--- src/milt_pkg.sv ---
// Shared constants and types for the instruction length and timing sequencer
package milt_pkg;
  // ---------------------------------------------------------------------------
  // Widths
  // ---------------------------------------------------------------------------
  localparam int OPC_W = 8;
  localparam int PC_W  = 16;
  localparam int LEN_W = 2;
  localparam int CYC_W = 4;

  // ---------------------------------------------------------------------------
  // Reset values
  // ---------------------------------------------------------------------------
  localparam logic [PC_W-1:0]  PC_RESET  = 16'h0000;
  localparam logic [OPC_W-1:0] OPC_RESET = 8'h00;

  // ---------------------------------------------------------------------------
  // Instruction byte lengths and execution cycle counts
  // ---------------------------------------------------------------------------
  localparam logic [LEN_W-1:0] LEN_ONE   = 2'h1;
  localparam logic [LEN_W-1:0] LEN_TWO   = 2'h2;
  localparam logic [LEN_W-1:0] LEN_THREE = 2'h3;
  localparam logic [CYC_W-1:0] CYC_ONE   = 4'h1;
  localparam logic [CYC_W-1:0] CYC_TWO   = 4'h2;
  localparam logic [CYC_W-1:0] CYC_THREE = 4'h3;
  localparam logic [CYC_W-1:0] CYC_TEN   = 4'ha;

  // ---------------------------------------------------------------------------
  // Sequencer states
  // ---------------------------------------------------------------------------
  typedef enum logic [1:0] {
    S_FETCH_OP,
    S_FETCH_ARG,
    S_EXEC
  } milt_state_e;
endpackage

--- src/milt_opcode_table.sv ---
// Opcode to byte length and cycle count lookup
`timescale 1ns/1ps
module milt_opcode_table (
  input  wire logic [milt_pkg::OPC_W-1:0] opcode,
  output logic      [milt_pkg::LEN_W-1:0] len,
  output logic      [milt_pkg::CYC_W-1:0] cyc
);
  // ---------------------------------------------------------------------------
  // Lookup
  // ---------------------------------------------------------------------------
  // Unlisted codes fall to one byte, one cycle so the fetch never stalls
  always_comb begin
    len = milt_pkg::LEN_ONE;
    cyc = milt_pkg::CYC_ONE;
    casez (opcode)
      8'h25, 8'h24, 8'h35, 8'h34: begin
        len = milt_pkg::LEN_TWO;
        cyc = milt_pkg::CYC_ONE;
      end
      8'h95, 8'h94: begin
        len = milt_pkg::LEN_TWO;
        cyc = milt_pkg::CYC_ONE;
      end
      8'h54, 8'h44, 8'h64, 8'he5, 8'hc2, 8'hd2, 8'hb2, 8'h72, 8'ha2: begin
        len = milt_pkg::LEN_TWO;
        cyc = milt_pkg::CYC_ONE;
      end
      8'ha0, 8'h92: begin
        len = milt_pkg::LEN_TWO;
        cyc = milt_pkg::CYC_ONE;
      end
      8'h55, 8'h52, 8'h45, 8'h42, 8'h65, 8'h62, 8'h05, 8'h15: begin
        len = milt_pkg::LEN_TWO;
        cyc = milt_pkg::CYC_TWO;
      end
      8'b1010_1???, 8'b0111_1???, 8'hf5, 8'b1000_1???, 8'h86, 8'h87, 8'h76, 8'h77,
      8'hc5, 8'h82: begin
        len = milt_pkg::LEN_TWO;
        cyc = milt_pkg::CYC_TWO;
      end
      8'hc0, 8'hd0: begin
        len = milt_pkg::LEN_TWO;
        cyc = milt_pkg::CYC_TWO;
      end
      8'hb0: begin
        len = milt_pkg::LEN_TWO;
        cyc = milt_pkg::CYC_TWO;
      end
      8'h40, 8'h50, 8'h80, 8'h60, 8'h70, 8'b1101_1???: begin
        len = milt_pkg::LEN_TWO;
        cyc = milt_pkg::CYC_TWO;
      end
      8'h74, 8'ha6, 8'ha7, 8'h?1: begin
        len = milt_pkg::LEN_TWO;
        cyc = milt_pkg::CYC_THREE;
      end
      8'h53, 8'h43, 8'h63, 8'h75, 8'h20, 8'hd5: begin
        len = milt_pkg::LEN_THREE;
        cyc = milt_pkg::CYC_TWO;
      end
      8'h85, 8'h90, 8'h30, 8'h10, 8'h12, 8'h02: begin
        len = milt_pkg::LEN_THREE;
        cyc = milt_pkg::CYC_THREE;
      end
      8'b1011_01??, 8'b1011_1???: begin
        len = milt_pkg::LEN_THREE;
        cyc = milt_pkg::CYC_THREE;
      end
      8'hf6, 8'hf7, 8'hf2, 8'hf3, 8'h93, 8'h73: begin
        len = milt_pkg::LEN_ONE;
        cyc = milt_pkg::CYC_TWO;
      end
      8'b1100_1???, 8'hc6, 8'hc7, 8'hd6, 8'hd7: begin
        len = milt_pkg::LEN_ONE;
        cyc = milt_pkg::CYC_TWO;
      end
      8'b1111_1???, 8'ha3, 8'ha4, 8'h22, 8'h32: begin
        len = milt_pkg::LEN_ONE;
        cyc = milt_pkg::CYC_THREE;
      end
      8'h84: begin
        len = milt_pkg::LEN_ONE;
        cyc = milt_pkg::CYC_TEN;
      end
      default: begin
        len = milt_pkg::LEN_ONE;
        cyc = milt_pkg::CYC_ONE;
      end
    endcase
  end
endmodule // milt_opcode_table

--- src/milt_sequencer.sv ---
// Fetch and timing sequencer of the embedded 8-bit core
`timescale 1ns/1ps
module milt_sequencer (
  input  wire logic                       core_clk,
  input  wire logic                       rst,
  input  wire logic [milt_pkg::OPC_W-1:0] code_rdata,
  input  wire logic                       code_rvalid,
  input  wire logic                       branch_req,
  input  wire logic [milt_pkg::PC_W-1:0]  branch_target,
  output logic      [milt_pkg::PC_W-1:0]  code_addr,
  output logic                            code_rd,
  output logic      [milt_pkg::OPC_W-1:0] instr_opcode,
  output logic      [milt_pkg::OPC_W-1:0] instr_arg1,
  output logic      [milt_pkg::OPC_W-1:0] instr_arg2,
  output logic                            instr_start,
  output logic                            instr_done,
  output logic                            exec_active,
  output logic      [milt_pkg::PC_W-1:0]  prog_counter
);
  // ---------------------------------------------------------------------------
  // State
  // ---------------------------------------------------------------------------
  milt_pkg::milt_state_e          st_r,    st_nxt;
  logic [milt_pkg::PC_W-1:0]      pc_r,    pc_nxt;
  logic [milt_pkg::PC_W-1:0]      ipc_r,   ipc_nxt;
  logic [milt_pkg::PC_W-1:0]      addr_r,  addr_nxt;
  logic [milt_pkg::PC_W-1:0]      tgt_r,   tgt_nxt;
  logic                           rd_r,    rd_nxt;
  logic                           pend_r,  pend_nxt;
  logic                           br_r,    br_nxt;
  logic                           start_r, start_nxt;
  logic                           done_r,  done_nxt;
  logic                           exec_r,  exec_nxt;
  logic [milt_pkg::OPC_W-1:0]     opc_r,   opc_nxt;
  logic [milt_pkg::OPC_W-1:0]     a1_r,    a1_nxt;
  logic [milt_pkg::OPC_W-1:0]     a2_r,    a2_nxt;
  logic [milt_pkg::LEN_W-1:0]     len_r,   len_nxt;
  logic [milt_pkg::LEN_W-1:0]     idx_r,   idx_nxt;
  logic [milt_pkg::CYC_W-1:0]     cyc_r,   cyc_nxt;
  logic [milt_pkg::CYC_W-1:0]     cnt_r,   cnt_nxt;
  logic [milt_pkg::LEN_W-1:0]     dec_len;
  logic [milt_pkg::CYC_W-1:0]     dec_cyc;

  // Decoding straight off the read data saves a cycle per instruction
  milt_opcode_table u_table (
    .opcode (code_rdata),
    .len    (dec_len),
    .cyc    (dec_cyc)
  );

  // ---------------------------------------------------------------------------
  // Next state
  // ---------------------------------------------------------------------------
  always_comb begin
    st_nxt    = st_r;
    pc_nxt    = pc_r;
    ipc_nxt   = ipc_r;
    addr_nxt  = addr_r;
    tgt_nxt   = tgt_r;
    rd_nxt    = 1'b0;
    pend_nxt  = pend_r;
    br_nxt    = br_r;
    start_nxt = 1'b0;
    done_nxt  = 1'b0;
    opc_nxt   = opc_r;
    a1_nxt    = a1_r;
    a2_nxt    = a2_r;
    len_nxt   = len_r;
    idx_nxt   = idx_r;
    cyc_nxt   = cyc_r;
    cnt_nxt   = cnt_r;
    case (st_r)
      milt_pkg::S_FETCH_OP: begin
        if (!pend_r) begin
          rd_nxt   = 1'b1;
          addr_nxt = pc_r;
          pend_nxt = 1'b1;
        end else if (code_rvalid) begin
          pend_nxt = 1'b0;
          opc_nxt  = code_rdata;
          len_nxt  = dec_len;
          cyc_nxt  = dec_cyc;
          ipc_nxt  = pc_r;
          idx_nxt  = milt_pkg::LEN_ONE;
          br_nxt   = 1'b0;
          if (dec_len == milt_pkg::LEN_ONE) begin
            st_nxt    = milt_pkg::S_EXEC;
            cnt_nxt   = dec_cyc - milt_pkg::CYC_ONE;
            start_nxt = 1'b1;
          end else begin
            st_nxt = milt_pkg::S_FETCH_ARG;
          end
        end
      end
      milt_pkg::S_FETCH_ARG: begin
        if (!pend_r) begin
          rd_nxt   = 1'b1;
          addr_nxt = ipc_r + {{(milt_pkg::PC_W-milt_pkg::LEN_W){1'b0}}, idx_r};
          pend_nxt = 1'b1;
        end else if (code_rvalid) begin
          pend_nxt = 1'b0;
          if (idx_r == milt_pkg::LEN_ONE) begin
            a1_nxt = code_rdata;
          end else begin
            a2_nxt = code_rdata;
          end
          // Execution waits for the last operand byte
          if (idx_r + milt_pkg::LEN_ONE == len_r) begin
            st_nxt    = milt_pkg::S_EXEC;
            cnt_nxt   = cyc_r - milt_pkg::CYC_ONE;
            start_nxt = 1'b1;
          end else begin
            idx_nxt = idx_r + milt_pkg::LEN_ONE;
          end
        end
      end
      milt_pkg::S_EXEC: begin
        if (branch_req) begin
          br_nxt  = 1'b1;
          tgt_nxt = branch_target;
        end
        if (cnt_r == '0) begin
          done_nxt = 1'b1;
          st_nxt   = milt_pkg::S_FETCH_OP;
          if (branch_req) begin
            pc_nxt = branch_target;
          end else if (br_r) begin
            pc_nxt = tgt_r;
          end else begin
            pc_nxt = ipc_r + {{(milt_pkg::PC_W-milt_pkg::LEN_W){1'b0}}, len_r};
          end
        end else begin
          cnt_nxt = cnt_r - milt_pkg::CYC_ONE;
        end
      end
      default: begin
        st_nxt   = milt_pkg::S_FETCH_OP;
        pend_nxt = 1'b0;
      end
    endcase
    exec_nxt = (st_nxt == milt_pkg::S_EXEC);
  end

  // ---------------------------------------------------------------------------
  // Registers
  // ---------------------------------------------------------------------------
  always_ff @(posedge core_clk or posedge rst) begin
    if (rst) begin
      st_r    <= milt_pkg::S_FETCH_OP;
      pc_r    <= milt_pkg::PC_RESET;
      ipc_r   <= milt_pkg::PC_RESET;
      addr_r  <= milt_pkg::PC_RESET;
      tgt_r   <= milt_pkg::PC_RESET;
      rd_r    <= 1'b0;
      pend_r  <= 1'b0;
      br_r    <= 1'b0;
      start_r <= 1'b0;
      done_r  <= 1'b0;
      exec_r  <= 1'b0;
      opc_r   <= milt_pkg::OPC_RESET;
      a1_r    <= milt_pkg::OPC_RESET;
      a2_r    <= milt_pkg::OPC_RESET;
      len_r   <= milt_pkg::LEN_ONE;
      idx_r   <= milt_pkg::LEN_ONE;
      cyc_r   <= milt_pkg::CYC_ONE;
      cnt_r   <= '0;
    end else begin
      st_r    <= st_nxt;
      pc_r    <= pc_nxt;
      ipc_r   <= ipc_nxt;
      addr_r  <= addr_nxt;
      tgt_r   <= tgt_nxt;
      rd_r    <= rd_nxt;
      pend_r  <= pend_nxt;
      br_r    <= br_nxt;
      start_r <= start_nxt;
      done_r  <= done_nxt;
      exec_r  <= exec_nxt;
      opc_r   <= opc_nxt;
      a1_r    <= a1_nxt;
      a2_r    <= a2_nxt;
      len_r   <= len_nxt;
      idx_r   <= idx_nxt;
      cyc_r   <= cyc_nxt;
      cnt_r   <= cnt_nxt;
    end
  end

  assign code_addr    = addr_r;
  assign code_rd      = rd_r;
  assign instr_opcode = opc_r;
  assign instr_arg1   = a1_r;
  assign instr_arg2   = a2_r;
  assign instr_start  = start_r;
  assign instr_done   = done_r;
  assign exec_active  = exec_r;
  assign prog_counter = pc_r;

  // ---------------------------------------------------------------------------
  // Checks
  // ---------------------------------------------------------------------------
  // Counters seen only by the checks: operand bytes taken and cycles executed
  logic [3:0] h_args_r;
  logic [3:0] h_exec_r;
  logic       h_brn_r;
  always_ff @(posedge core_clk or posedge rst) begin
    if (rst) begin
      h_args_r <= 4'h0;
      h_exec_r <= 4'h0;
      h_brn_r  <= 1'b0;
    end else if (st_r == milt_pkg::S_FETCH_OP && pend_r && code_rvalid) begin
      h_args_r <= 4'h0;
      h_exec_r <= 4'h0;
      h_brn_r  <= 1'b0;
    end else begin
      if (st_r == milt_pkg::S_FETCH_ARG && pend_r && code_rvalid) begin
        h_args_r <= h_args_r + 4'h1;
      end
      if (st_r == milt_pkg::S_EXEC) begin
        h_exec_r <= h_exec_r + 4'h1;
        h_brn_r  <= h_brn_r | branch_req;
      end
    end
  end
endmodule // milt_sequencer

--- config.mk ---
export PLATFORM = sky130hd
export DESIGN_NAME = milt_sequencer
export DESIGN_NICKNAME = d
export VERILOG_FILES = /design/src/milt_pkg.sv /design/src/milt_opcode_table.sv /design/src/milt_sequencer.sv
export SDC_FILE = /design/constraint.sdc
export NUM_CORES = 1
export LEC_CHECK = 0
export ABC_AREA = 1
export BUFFER_PORTS_ARGS = -buffer_cell sky130_fd_sc_hd__buf_2
export CORE_UTILIZATION = 59
export CTS_CLUSTER_DIAMETER = 30
export CTS_CLUSTER_SIZE = 12
export DETAILED_ROUTE_END_ITERATION = 8
export PLACE_DENSITY = 0.8
export SLEW_MARGIN = 20
export SYNTH_ARGS = -nofsm -noshare
export SYNTH_HDL_FRONTEND = slang
export SYNTH_SLANG_ARGS = --single-unit
--- constraint.sdc ---
create_clock -name core_clk -period 5.2 [get_ports core_clk]
set_input_delay 0.52 -clock core_clk [delete_from_list [all_inputs] [get_ports core_clk]]
set_output_delay 0.52 -clock core_clk [all_outputs]
set_load 0.005 [all_outputs]
# After elaboration in Yosys (flattened, before gate mapping)
# Index checks and enable logic that the tools add are counted.
totals:
  reg_bits: 108
  input_bits: 28
  elab_cells: 187
classes:
  addsub: 6
  eq_ne: 96
  n_mux: 47
  bitwise: 1
  reduce_logical: 19
ops:
  columns: ["operator", "count"]
  rows:
  - ["== test 8 bit, second input constant", 35]
  - ["== test 8 x 7 -> 1 bit, second input constant", 22]
  - ["== test 8 x 6 -> 1 bit, second input constant", 8]
  - ["two-way mux 16 bit", 4]
  - ["OR reduction 48 bit", 1]
  - ["OR reduction 44 bit", 1]
  - ["adder 16 x 2 -> 16 bit", 2]
  - ["case mux 16 bit (2 select lines)", 1]
  - ["== test 5 bit, second input constant", 6]
  - ["two-way mux 4 bit", 7]
  - ["== test 8 x 5 -> 1 bit, second input constant", 3]
  - ["two-way mux 2 bit", 12]
  - ["case mux 4 bit (3 select lines)", 2]
  - ["inequality test 2 bit, second input constant", 11]
  - ["OR reduction 17 bit", 1]
  - ["two-way mux 1 bit", 15]
  - ["OR reduction 14 bit", 1]
  - ["AND reduction 4 bit", 3]
  - ["subtractor 4 x 1 -> 4 bit, second input constant", 3]
  - ["== test 8 x 2 -> 1 bit, second input constant", 1]
  - ["== test 8 x 3 -> 1 bit, second input constant", 1]
  - ["case mux 2 bit (2 select lines)", 2]
  - ["AND reduction 8 bit", 1]
  - ["== test 2 x 1 -> 1 bit, second input constant", 3]
  - ["other kinds (17)", 23]

# Longest topological paths before layout
# Gate-level depths: netlist of the first run.
logic_depth:
  ltp_word: 9
  depth_mapped: 17
  ltp_nobuf: 17

# Modules after synthesis
# Synthesis of the first run repeated with hierarchy kept, for this count alone.
unflattened:
  cells_unflattened: 826
  area_unflattened_um2: 6251.0
by_module_without_submodules:
  columns: ["mod", "n_inst", "cells_each", "area_per_inst_um2", "seq_area_each_um2"]
  rows:
  - ["milt_sequencer", 1, 660, 5566.6, 2706.3]
  - ["milt_opcode_table", 1, 166, 684.4, 0.0]

# Worst setup path before layout of the first run
# OpenSTA, ideal clock, no wires.
synth_path:
  path_kind: "input to register"
  startpoint: "in code_rdata[3] (netlist bit)"
  endpoint: "reg cnt_r[2] (netlist bit)"
  t_arrival_ns: 2.013
  required_time_ns: 5.123
  path_slack_ns: 3.110
  path_stages: 15
  path_buffers: 1
  cell_sequence: "buf_4 > inv_2 > nand2_1 > nor2_1 > nand2_1 > nand2_1 > nor2_1 > nand3_1 > nor2_1 > nand2_1 > nand3_1 > nand2_1 > ha_1 > xor2_1 > o21ai_1"
synth_between:
  elab_chain_len: 8
  word_cells_on_any_way: 93
  cone_classes: "add/sub: 1; eq/ne: 81; mux: 6; reduce/logical: 5"
synth_lines:
  columns: ["element", "line_no", "text"]
  rows:
  - ["from (decl)", "milt_sequencer.sv:6", "input wire logic [milt_pkg::OPC_W-1:0] code_rdata,"]
  - ["== test 8 x 7 -> 1 bit (tied with other cells)", "milt_opcode_table.sv:15", "casez (opcode)"]
  - ["OR reduction 44 bit (no source line) or OR reduction 17 bit (tied branches)", null, null]
  - ["case mux 4 bit (3 select lines)", "milt_opcode_table.sv:15", null]
  - ["subtractor 4 x 1 -> 4 bit", "milt_sequencer.sv:88", "cnt_nxt = dec_cyc - milt_pkg::CYC_ONE;"]
  - ["two-way mux 4 bit", "milt_sequencer.sv:86", "if (dec_len == milt_pkg::LEN_ONE) begin"]
  - ["two-way mux 4 bit", "milt_sequencer.sv:78", "end else if (code_rvalid) begin"]
  - ["two-way mux 4 bit", "milt_sequencer.sv:74", "if (!pend_r) begin"]
  - ["case mux 4 bit (3 select lines)", "milt_sequencer.sv:72", "case (st_r)"]
  - ["to (signal assigned)", "milt_sequencer.sv:185", "cnt_r <= cnt_nxt;"]
  - ["to (decl)", "milt_sequencer.sv:40", "logic [milt_pkg::CYC_W-1:0] cnt_r, cnt_nxt;"]
# Parallel ways exist; a longest one is shown, timed or not. The select of a mux whose other input is x is not followed.
# A chain may end at the register's enable or synchronous reset.

# Worst setup path in the final report of the first run
layout_path:
  startpoint: "reg st_r[1]"
  endpoint: "reg a1_r, in the netlist instr_arg1[3]"
layout_between:
  elab_chain_len: 2
layout_lines:
  columns: ["element", "line_no", "text"]
  rows:
  - ["from (decl)", "milt_sequencer.sv:23", "milt_pkg::milt_state_e st_r, st_nxt;"]
  - ["from (signal assigned)", "milt_sequencer.sv:149", "st_r <= milt_pkg::S_FETCH_OP;"]
  - ["from (signal assigned)", "milt_sequencer.sv:168", "st_r <= st_nxt;"]
  - ["== test 2 x 1 -> 1 bit", "milt_sequencer.sv:72", null]
  - ["AND reduction 4 bit (no source line)", null, null]
  - ["to (signal assigned)", "milt_sequencer.sv:161", "a1_r <= milt_pkg::OPC_RESET;"]
  - ["to (signal assigned)", "milt_sequencer.sv:180", "a1_r <= a1_nxt;"]
  - ["to (decl)", "milt_sequencer.sv:35", "logic [milt_pkg::OPC_W-1:0] a1_r, a1_nxt;"]
# Every way passes these cells.

==> results.ini, run 1 <==
[synthesis]
ys_types=43
syn_inst=777
netlist_area_mm2=0.00597
syn_nets=818
ys_seq_area_share_pct=44.9
yosysWarnings=0
ys_ff_latch=107
synthFlopType=dfrtp_1
synthArstFlopShare_pct=100
avgSynthCellArea_um2=7.68
synth-edff-count=0

[setup_path]
critPathMaxStageDelay_ps=720
critPathBufInv=3
reg2reg_depth=8
endpoint_kind=register
timing.critical_path.from=st_r[1]$_DFF_PP0_
cp.arrival_ps=3260
reg2reg_slack_ps=2260
crit_required_ps=5520
worstSetupPathType=register to register
cp_slowest_cell=nor2_1
crit_path_max_fanout=31
startpoint_type=register
r2r-start=st_r[1]$_DFF_PP0_
crit_chain=inv_1, ha_1, inv_1, nor2_1, inv_1, nor2_1, nor2_1, a21oi_1
critPathTopFamily=simple AND/OR/NAND/NOR gates
crit_cells=8

[die]
num_rows=36
core_area_mm2=0.00977
fp.dieH_um=103
num_io_pins=88
dieArea_mm2=0.0105
die_w_um=103
start_util_pct=61.1

[global_route]
antenna_found_initial=0
track_usage_pct=34.2
grt_pass1_wl_um=26800
grt_overflow_total=0
grt_pass1_vias=5452
grt_max_degree=67

[clock_network]
hold_buffers=0
cts_tree=built
clk_pin_slew_ps=100
numCtsBuffers=9
cts-resized-gates=0
clk_path_buf_depth=2
root_buffer=clkbuf_8
h-tree-depth=3
clk_latency_ps=400
cts_setup_buffers=0
cts.sinks=107

[layout]
synthToLayoutAreaGrowth_pct=11.7
final_cell_mix=195 x nand2_1, 104 x dfrtp_1, 91 x nor2_1, 89 x o21ai_0, 87 x buf_2
finalNonFillerCells=988
fin_nets=891
drive_above_1_share_pct=16.1
utilization_pct=68.2
final_common_cell=nand2_1
multi_input_area_mm2=0.00287
final-seq-area_mm2=0.00268
diodes=0
fill_cells=796

[power_and_ir_drop]
power_density_mw_per_mm2=540
leakagePower_nw=3.36
ir_drop_mv=0.351

[min_path]
hold_path_class=input port to async pin

[outcome]
status=finished, final reports clean

[routing]
dr.pass1.iters=5
wl_um=16800
first_iter_violations=328
drtAntennaViolNets=0
wire_per_inst_um=17.0
drc=0
via_per_inst=5.68
vias=5616

[timing]
setup_ws_ps=2260
grt_setup_unrepaired=no
post-route-period-util_pct=56.6
fmax_mhz=340
final.min_clock_period_ps=2940
holdWs_ps=277
final-setup-viol-count=0
tightest_slew_ps=985
tns_ps=0
hold_violations=0
drv_slew=0
finalClockSkew_ps=13.8
slew_headroom_pct=33.9

[placement]
pre_cts_slack_ps=2300
dp_hpwl_um=12700
numPlacedInstances=972
placement.io_buffers=87
routabilityCongestion=0.947

[flow_run]
maxCapViolCount=0

power breakdown:
group | internal [mW] | switching [mW] | total (mW) | leakage, nW
clock network | 0.193 | 0.301 | 0.494 | 0.0978
logic | 0.621 | 0.917 | 1.54 | 1.95
registers | 1.23 | 0.340 | 1.57 | 1.31
worst paths after layout:
check                                       endpoint
hold / removal                  tgt_r[1]$_DFFE_PP0P_
max in group asynchronous       cyc_r[0]$_DFFE_PP1P_
hold reg to reg            code_addr[15]$_DFFE_PP0P_
setup / recovery           instr_arg1[3]$_DFFE_PP0P_
setup reg to reg           instr_arg1[3]$_DFFE_PP0P_
min in group core_clk           tgt_r[1]$_DFFE_PP0P_
through the flow:
stage,area (µm²),power (mW)
after floorplan,5970,2.50
after global placement,6490,3.03
after detailed placement,6490,3.11
after CTS,6670,3.60
after global routing,6670,3.89
final,6670,3.60
layout make-up:
| cell class | instances | area share (%) |
|---|---|---|
| inverter | 81 | 4.60 |
| tap | 133 | 2.50 |
| clock inverter | 6 | 0.675 |
| clock buffer | 10 | 2.06 |
| multi-input combinational | 561 | 43.1 |
| sequential | 107 | 40.2 |
| timing repair buffer | 90 | 6.87 |
synthesized netlist by cell type, drive strengths merged (3+ instances only):
| cell | number | area (µm²) |
|---|---|---|
| nand2 | 198 | 751 |
| dfrtp | 104 | 2600 |
| o21ai | 95 | 475 |
| nor2 | 94 | 365 |
| inv | 79 | 297 |
| a21oi | 40 | 200 |
| nand3 | 28 | 140 |
| clkbuf | 25 | 93.8 |
| xor2 | 23 | 201 |
| mux2 | 15 | 169 |
| ha | 11 | 138 |
| nand4 | 10 | 62.6 |
| a22oi | 6 | 45.0 |
| o211ai | 6 | 45.0 |
| o22ai | 6 | 37.5 |
| nor3 | 5 | 30.0 |
| xnor2 | 4 | 35.0 |
| buf | 3 | 17.5 |
| dfstp | 3 | 78.8 |
| o221ai | 3 | 26.3 |
flip-flops by register name, indices dropped and copies added, names as in the netlist:
register and flops:
code_addr 16, ipc_r 16, prog_counter 16, tgt_r 16, instr_arg1 8, instr_arg2 8
instr_opcode 8, cnt_r 4, cyc_r 3, idx_r 2, len_r 2, st_r 2
br_r 1, code_rd 1, exec_active 1, instr_done 1, instr_start 1, pend_r 1
logic make-up after synthesis:
kind of cell             Yosys count  synth area share (%)
adder cells (fa/ha/maj)           13                  2.98
flip-flops                       107                  44.9
AND/OR/NAND/NOR                  341                  23.3
multiplexers                      16                  3.00
XOR/XNOR                          27                  3.96
buffers and inverters            109                  6.96
AO/OA/AOI/OAI                    164                  14.9
worst reg2reg max path, cell delays in order, from the launching register on:
cell,delay [ps]
dfrtp_1,440
inv_1,100
ha_1,370
inv_1,480
nor2_1,370
inv_1,120
nor2_1,720
nor2_1,110
a21oi_1,170
layer usage:
layer	vias to the layer above	share of wire [%]	track usage, %
li1	2678	-	-
met1	2661	37	37.1
met2	208	52	60.4
met3	69	5.1	6.71
met4	0	6.4	23.3
met5	-	0	0
No activity file was read; power rests on OpenSTA's default activity.
==> inputs of run 2 (changes only) <==
Settings changed: ABC_AREA 1 to 0, CORE_UTILIZATION 59 to 52, PLACE_DENSITY 0.8 to 0.74.
Clock period 5.2 ns to 2.5 ns, I/O delays scaled along.
==> results.ini, run 2 <==
[routing]
first_iter_violations=339  ; was 328
drc=0  ; unchanged
wire_per_inst_um=17.3  ; was 17.0 µm
vias=5241  ; was 5616
drtAntennaViolNets=0  ; unchanged
dr.pass1.iters=5  ; unchanged
wl_um=15800  ; was 16800 µm
via_per_inst=5.75  ; was 5.68

[clock_network]
h-tree-depth=3  ; unchanged
root_buffer=clkbuf_16  ; was clkbuf_8
clk_path_buf_depth=2  ; unchanged
cts_tree=built  ; unchanged
clk_latency_ps=350  ; was 400 ps
numCtsBuffers=9  ; unchanged
cts.sinks=107  ; unchanged
clk_pin_slew_ps=70  ; was 100 ps

[timing]
final.min_clock_period_ps=2370  ; was 2940 ps
final-setup-viol-count=0  ; unchanged
tightest_slew_ps=539  ; was 985 ps
setup_ws_ps=132  ; was 2260 ps
post-route-period-util_pct=94.7  ; was 56.6%
fmax_mhz=422  ; was 340 MHz
slew_headroom_pct=63.6  ; was 33.9%
hold_violations=0  ; unchanged
drv_slew=0  ; unchanged
finalClockSkew_ps=8.31  ; was 13.8 ps

[layout]
final_area_mm2=0.00742  ; was 0.00667 mm²
final_common_cell=nand2_1  ; unchanged
fill_cells=956  ; was 796
final_cell_mix=106 x nand2_1, 104 x dfrtp_1, 87 x o21ai_0, 87 x buf_2, 58 x buf_4  ; was 195 x nand2_1, 104 x dfrtp_1, 91 x nor2_1, 89 x o21ai_0, 87 x buf_2
drive_above_1_share_pct=29.9  ; was 16.1%
synthToLayoutAreaGrowth_pct=20.4  ; was 11.7%
fin_nets=803  ; was 891

[min_path]
holdPathStages=2
hold-path-endpoint=tgt_r[14]$_DFFE_PP0P_
hold_path_class=input port to register  ; was input port to async pin
min_from=branch_target[14]

[power_and_ir_drop]
leakagePower_nw=3.38  ; was 3.36 nW
ir_drop_mv=0.827  ; was 0.351 mV
power_density_mw_per_mm2=1160  ; was 540 mW/mm²

[placement]
pre_cts_slack_ps=-101  ; was 2300 ps
placement.io_buffers=87  ; unchanged
dp_hpwl_um=11400  ; was 12700 µm
routabilityCongestion=0.858  ; was 0.947
dpl-instance-area_mm2=0.00705  ; was 0.00649 mm²

[die]
core_area_mm2=0.0115  ; was 0.00977 mm²
start_util_pct=53.7  ; was 61.1%
fp.dieH_um=111  ; was 103 µm
die_w_um=111  ; was 103 µm
num_rows=39  ; was 36
dieArea_mm2=0.0123  ; was 0.0105 mm²
num_io_pins=88  ; unchanged

[synthesis]
ys_types=69  ; was 43
yosysWarnings=0  ; unchanged
syn_nets=689  ; was 818
synth_top_area_share_pct=42.2  ; was 43.6%
avgSynthCellArea_um2=9.51  ; was 7.68 µm²
netlist_area_mm2=0.00616  ; was 0.00597 mm²
ys_seq_area_share_pct=43.5  ; was 44.9%
synth-edff-count=0  ; unchanged
synthArstFlopShare_pct=100  ; unchanged
ys_ff_latch=107  ; unchanged
syn_inst=648  ; was 777
synth_most_common_cell=nand2_1  ; unchanged
yosysTopAreaCell=dfrtp_1  ; unchanged
synthTopCellsByArea=dfrtp_1 42%, mux2_2 7.5%, o21ai_0 7.1%  ; was dfrtp_1 44%, nand2_1 12%, o21ai_0 7.5%
synthFlopType=dfrtp_1  ; unchanged
ys_top_cells_by_count=106 x nand2_1, 104 x dfrtp_1, 87 x o21ai_0  ; was 195 x nand2_1, 104 x dfrtp_1, 91 x nor2_1

[setup_path]
endpoint_kind=register  ; unchanged
worstSetupPathType=register to register  ; unchanged
worstReg2RegEnd=code_addr[12]$_DFFE_PP0P_  ; was instr_arg1[3]$_DFFE_PP0P_
startpoint_type=register  ; unchanged
crit_top_cell=o21ai_0
crit_chain=ha_1, inv_1, fa_1, nor2b_2, nand4_1, buf_4, or3_1, nand3_1, o21ai_0, o21ai_0  ; was inv_1, ha_1, inv_1, nor2_1, inv_1, nor2_1, nor2_1, a21oi_1
critPathMaxStageDelay_ps=550  ; was 720 ps
reg2reg_slack_ps=130  ; was 2260 ps
critPathBufInv=2  ; was 3
reg2reg_depth=10  ; was 8
cp.arrival_ps=2640  ; was 3260 ps
cp_slowest_cell=dfstp_2  ; was nor2_1
r2r-start=idx_r[0]$_DFFE_PP1P_  ; was st_r[1]$_DFF_PP0_
crit_path_max_fanout=6  ; was 31
critPathTopFamily=simple AND/OR/NAND/NOR gates  ; unchanged
crit_required_ps=2780  ; was 5520 ps

[outcome]
status=finished, final reports clean  ; unchanged

[global_route]
grt_pass1_wl_um=26100  ; was 26800 µm
antenna_found_initial=1  ; was 0
grt_overflow_total=0  ; unchanged
grt_pass1_vias=5189  ; was 5452
grt_max_degree=42  ; was 67
track_usage_pct=26.7  ; was 34.2%

[flow_run]
maxCapViolCount=0  ; unchanged

## run 2: cell count changes in the layout (fill, tap and decap cells not counted), sizes merged, moves of 17 or more
cell   previous run  this run
nand3            28        11
buf              90       148
mux2i             1        22
nand2           198       106
nor2             94        28
inv              83        19
mux2             15        44
a21oi            40        16
## run 2: per-layer routing
layer / GRT usage (%) / vias to the layer above / part of all wire (%)
met5: 0 / - / 0
met2: 43.9 / 144 / 49
li1: - / 2511 / -
met3: 4.98 / 28 / 3.9
met1: 34.9 / 2558 / 45
met4: 10.8 / 0 / 2.3
## run 2: what timing repair did
action                                 in CTS  in global routing
gates resized for setup                     0                  5
endpoints found under the hold margin      15                  0
hold buffers                                1                  0
setup endpoints to repair                   1                  8
buffers inserted                            1                  0
## run 2: worst register-to-register path: cells and delay by family, from the launching register on
kind,cells,cell delay [ps]
AND/OR/NAND/NOR,4,650
adder cells (fa/ha/maj),2,600
buffers and inverters,2,250
AO/OA/AOI/OAI,2,250
flip-flops,1,550
## run 2: metrics by stage
| step | TNS (ps) | utilization [%] | hold slack (ps) | std cells | total power [mW] |
|---|---|---|---|---|---|
| CTS | 0 | 64.5 | 139 | 910 | 8.63 |
| global route | -1.24 | 64.7 | 144 | 911 | 9.25 |
| detailed placement | -312 | 61.5 | 287 | 892 | 7.00 |
| floorplan | -14.3 | - | 401 | 648 | 5.61 |
| global placement | -313 | 61.5 | 272 | 892 | 6.81 |
| finish | 0 | 64.7 | 145 | 911 | 8.62 |
## run 2: layout make-up
cell class	instances	area (µm²)	area share, %
Multi-Input combinational cell	476	3220	43.3
Sequential cell	107	2680	36.1
Timing Repair Buffer	149	941	12.7
Clock buffer	10	239	3.22
Tap cell	143	179	2.41
Clock inverter	6	87.6	1.18
Inverter	19	75.1	1.01
Antenna cell	1	2.50	0.0337
## run 2: cells by family (layout without fill, tap and decap cells)
kind of cell | Yosys count | count (layout) | synth area share (%)
simple gates | 219 | 219 | 17.9
compound gates | 148 | 148 | 14.7
flops | 107 | 107 | 43.5
mux | 66 | 66 | 11.8
buf+inv | 65 | 184 | 4.95
xor+xnor | 30 | 30 | 4.26
fa+ha+maj | 13 | 13 | 2.88
other cells | 0 | 1 | 0
## run 2: worst max path at each step
stage	startpoint	end	slack, ps	cells after the start
2_1_floorplan	code_rdata[4]	cnt_r[2]$_DFFE_PP0P_	-10	12
3_3_place_gp	code_rdata[0]	cnt_r[0]$_DFFE_PP0P_	-110	10
3_5_place_dp	code_rdata[0]	cnt_r[0]$_DFFE_PP0P_	-100	10
4_1_cts	len_r[0]$_DFFE_PP1P_	prog_counter[8]$_DFFE_PP0P_	50	10
5_1_grt	idx_r[0]$_DFFE_PP1P_	code_addr[12]$_DFFE_PP0P_	-1	10
6_report	idx_r[0]$_DFFE_PP1P_	code_addr[12]$_DFFE_PP0P_	130	10
## run 2: report_power, final
part	internal (mW)	switching [mW]
clock network	0.907	0.652
registers	2.60	0.766
logic	1.80	1.90
total	5.31	3.32
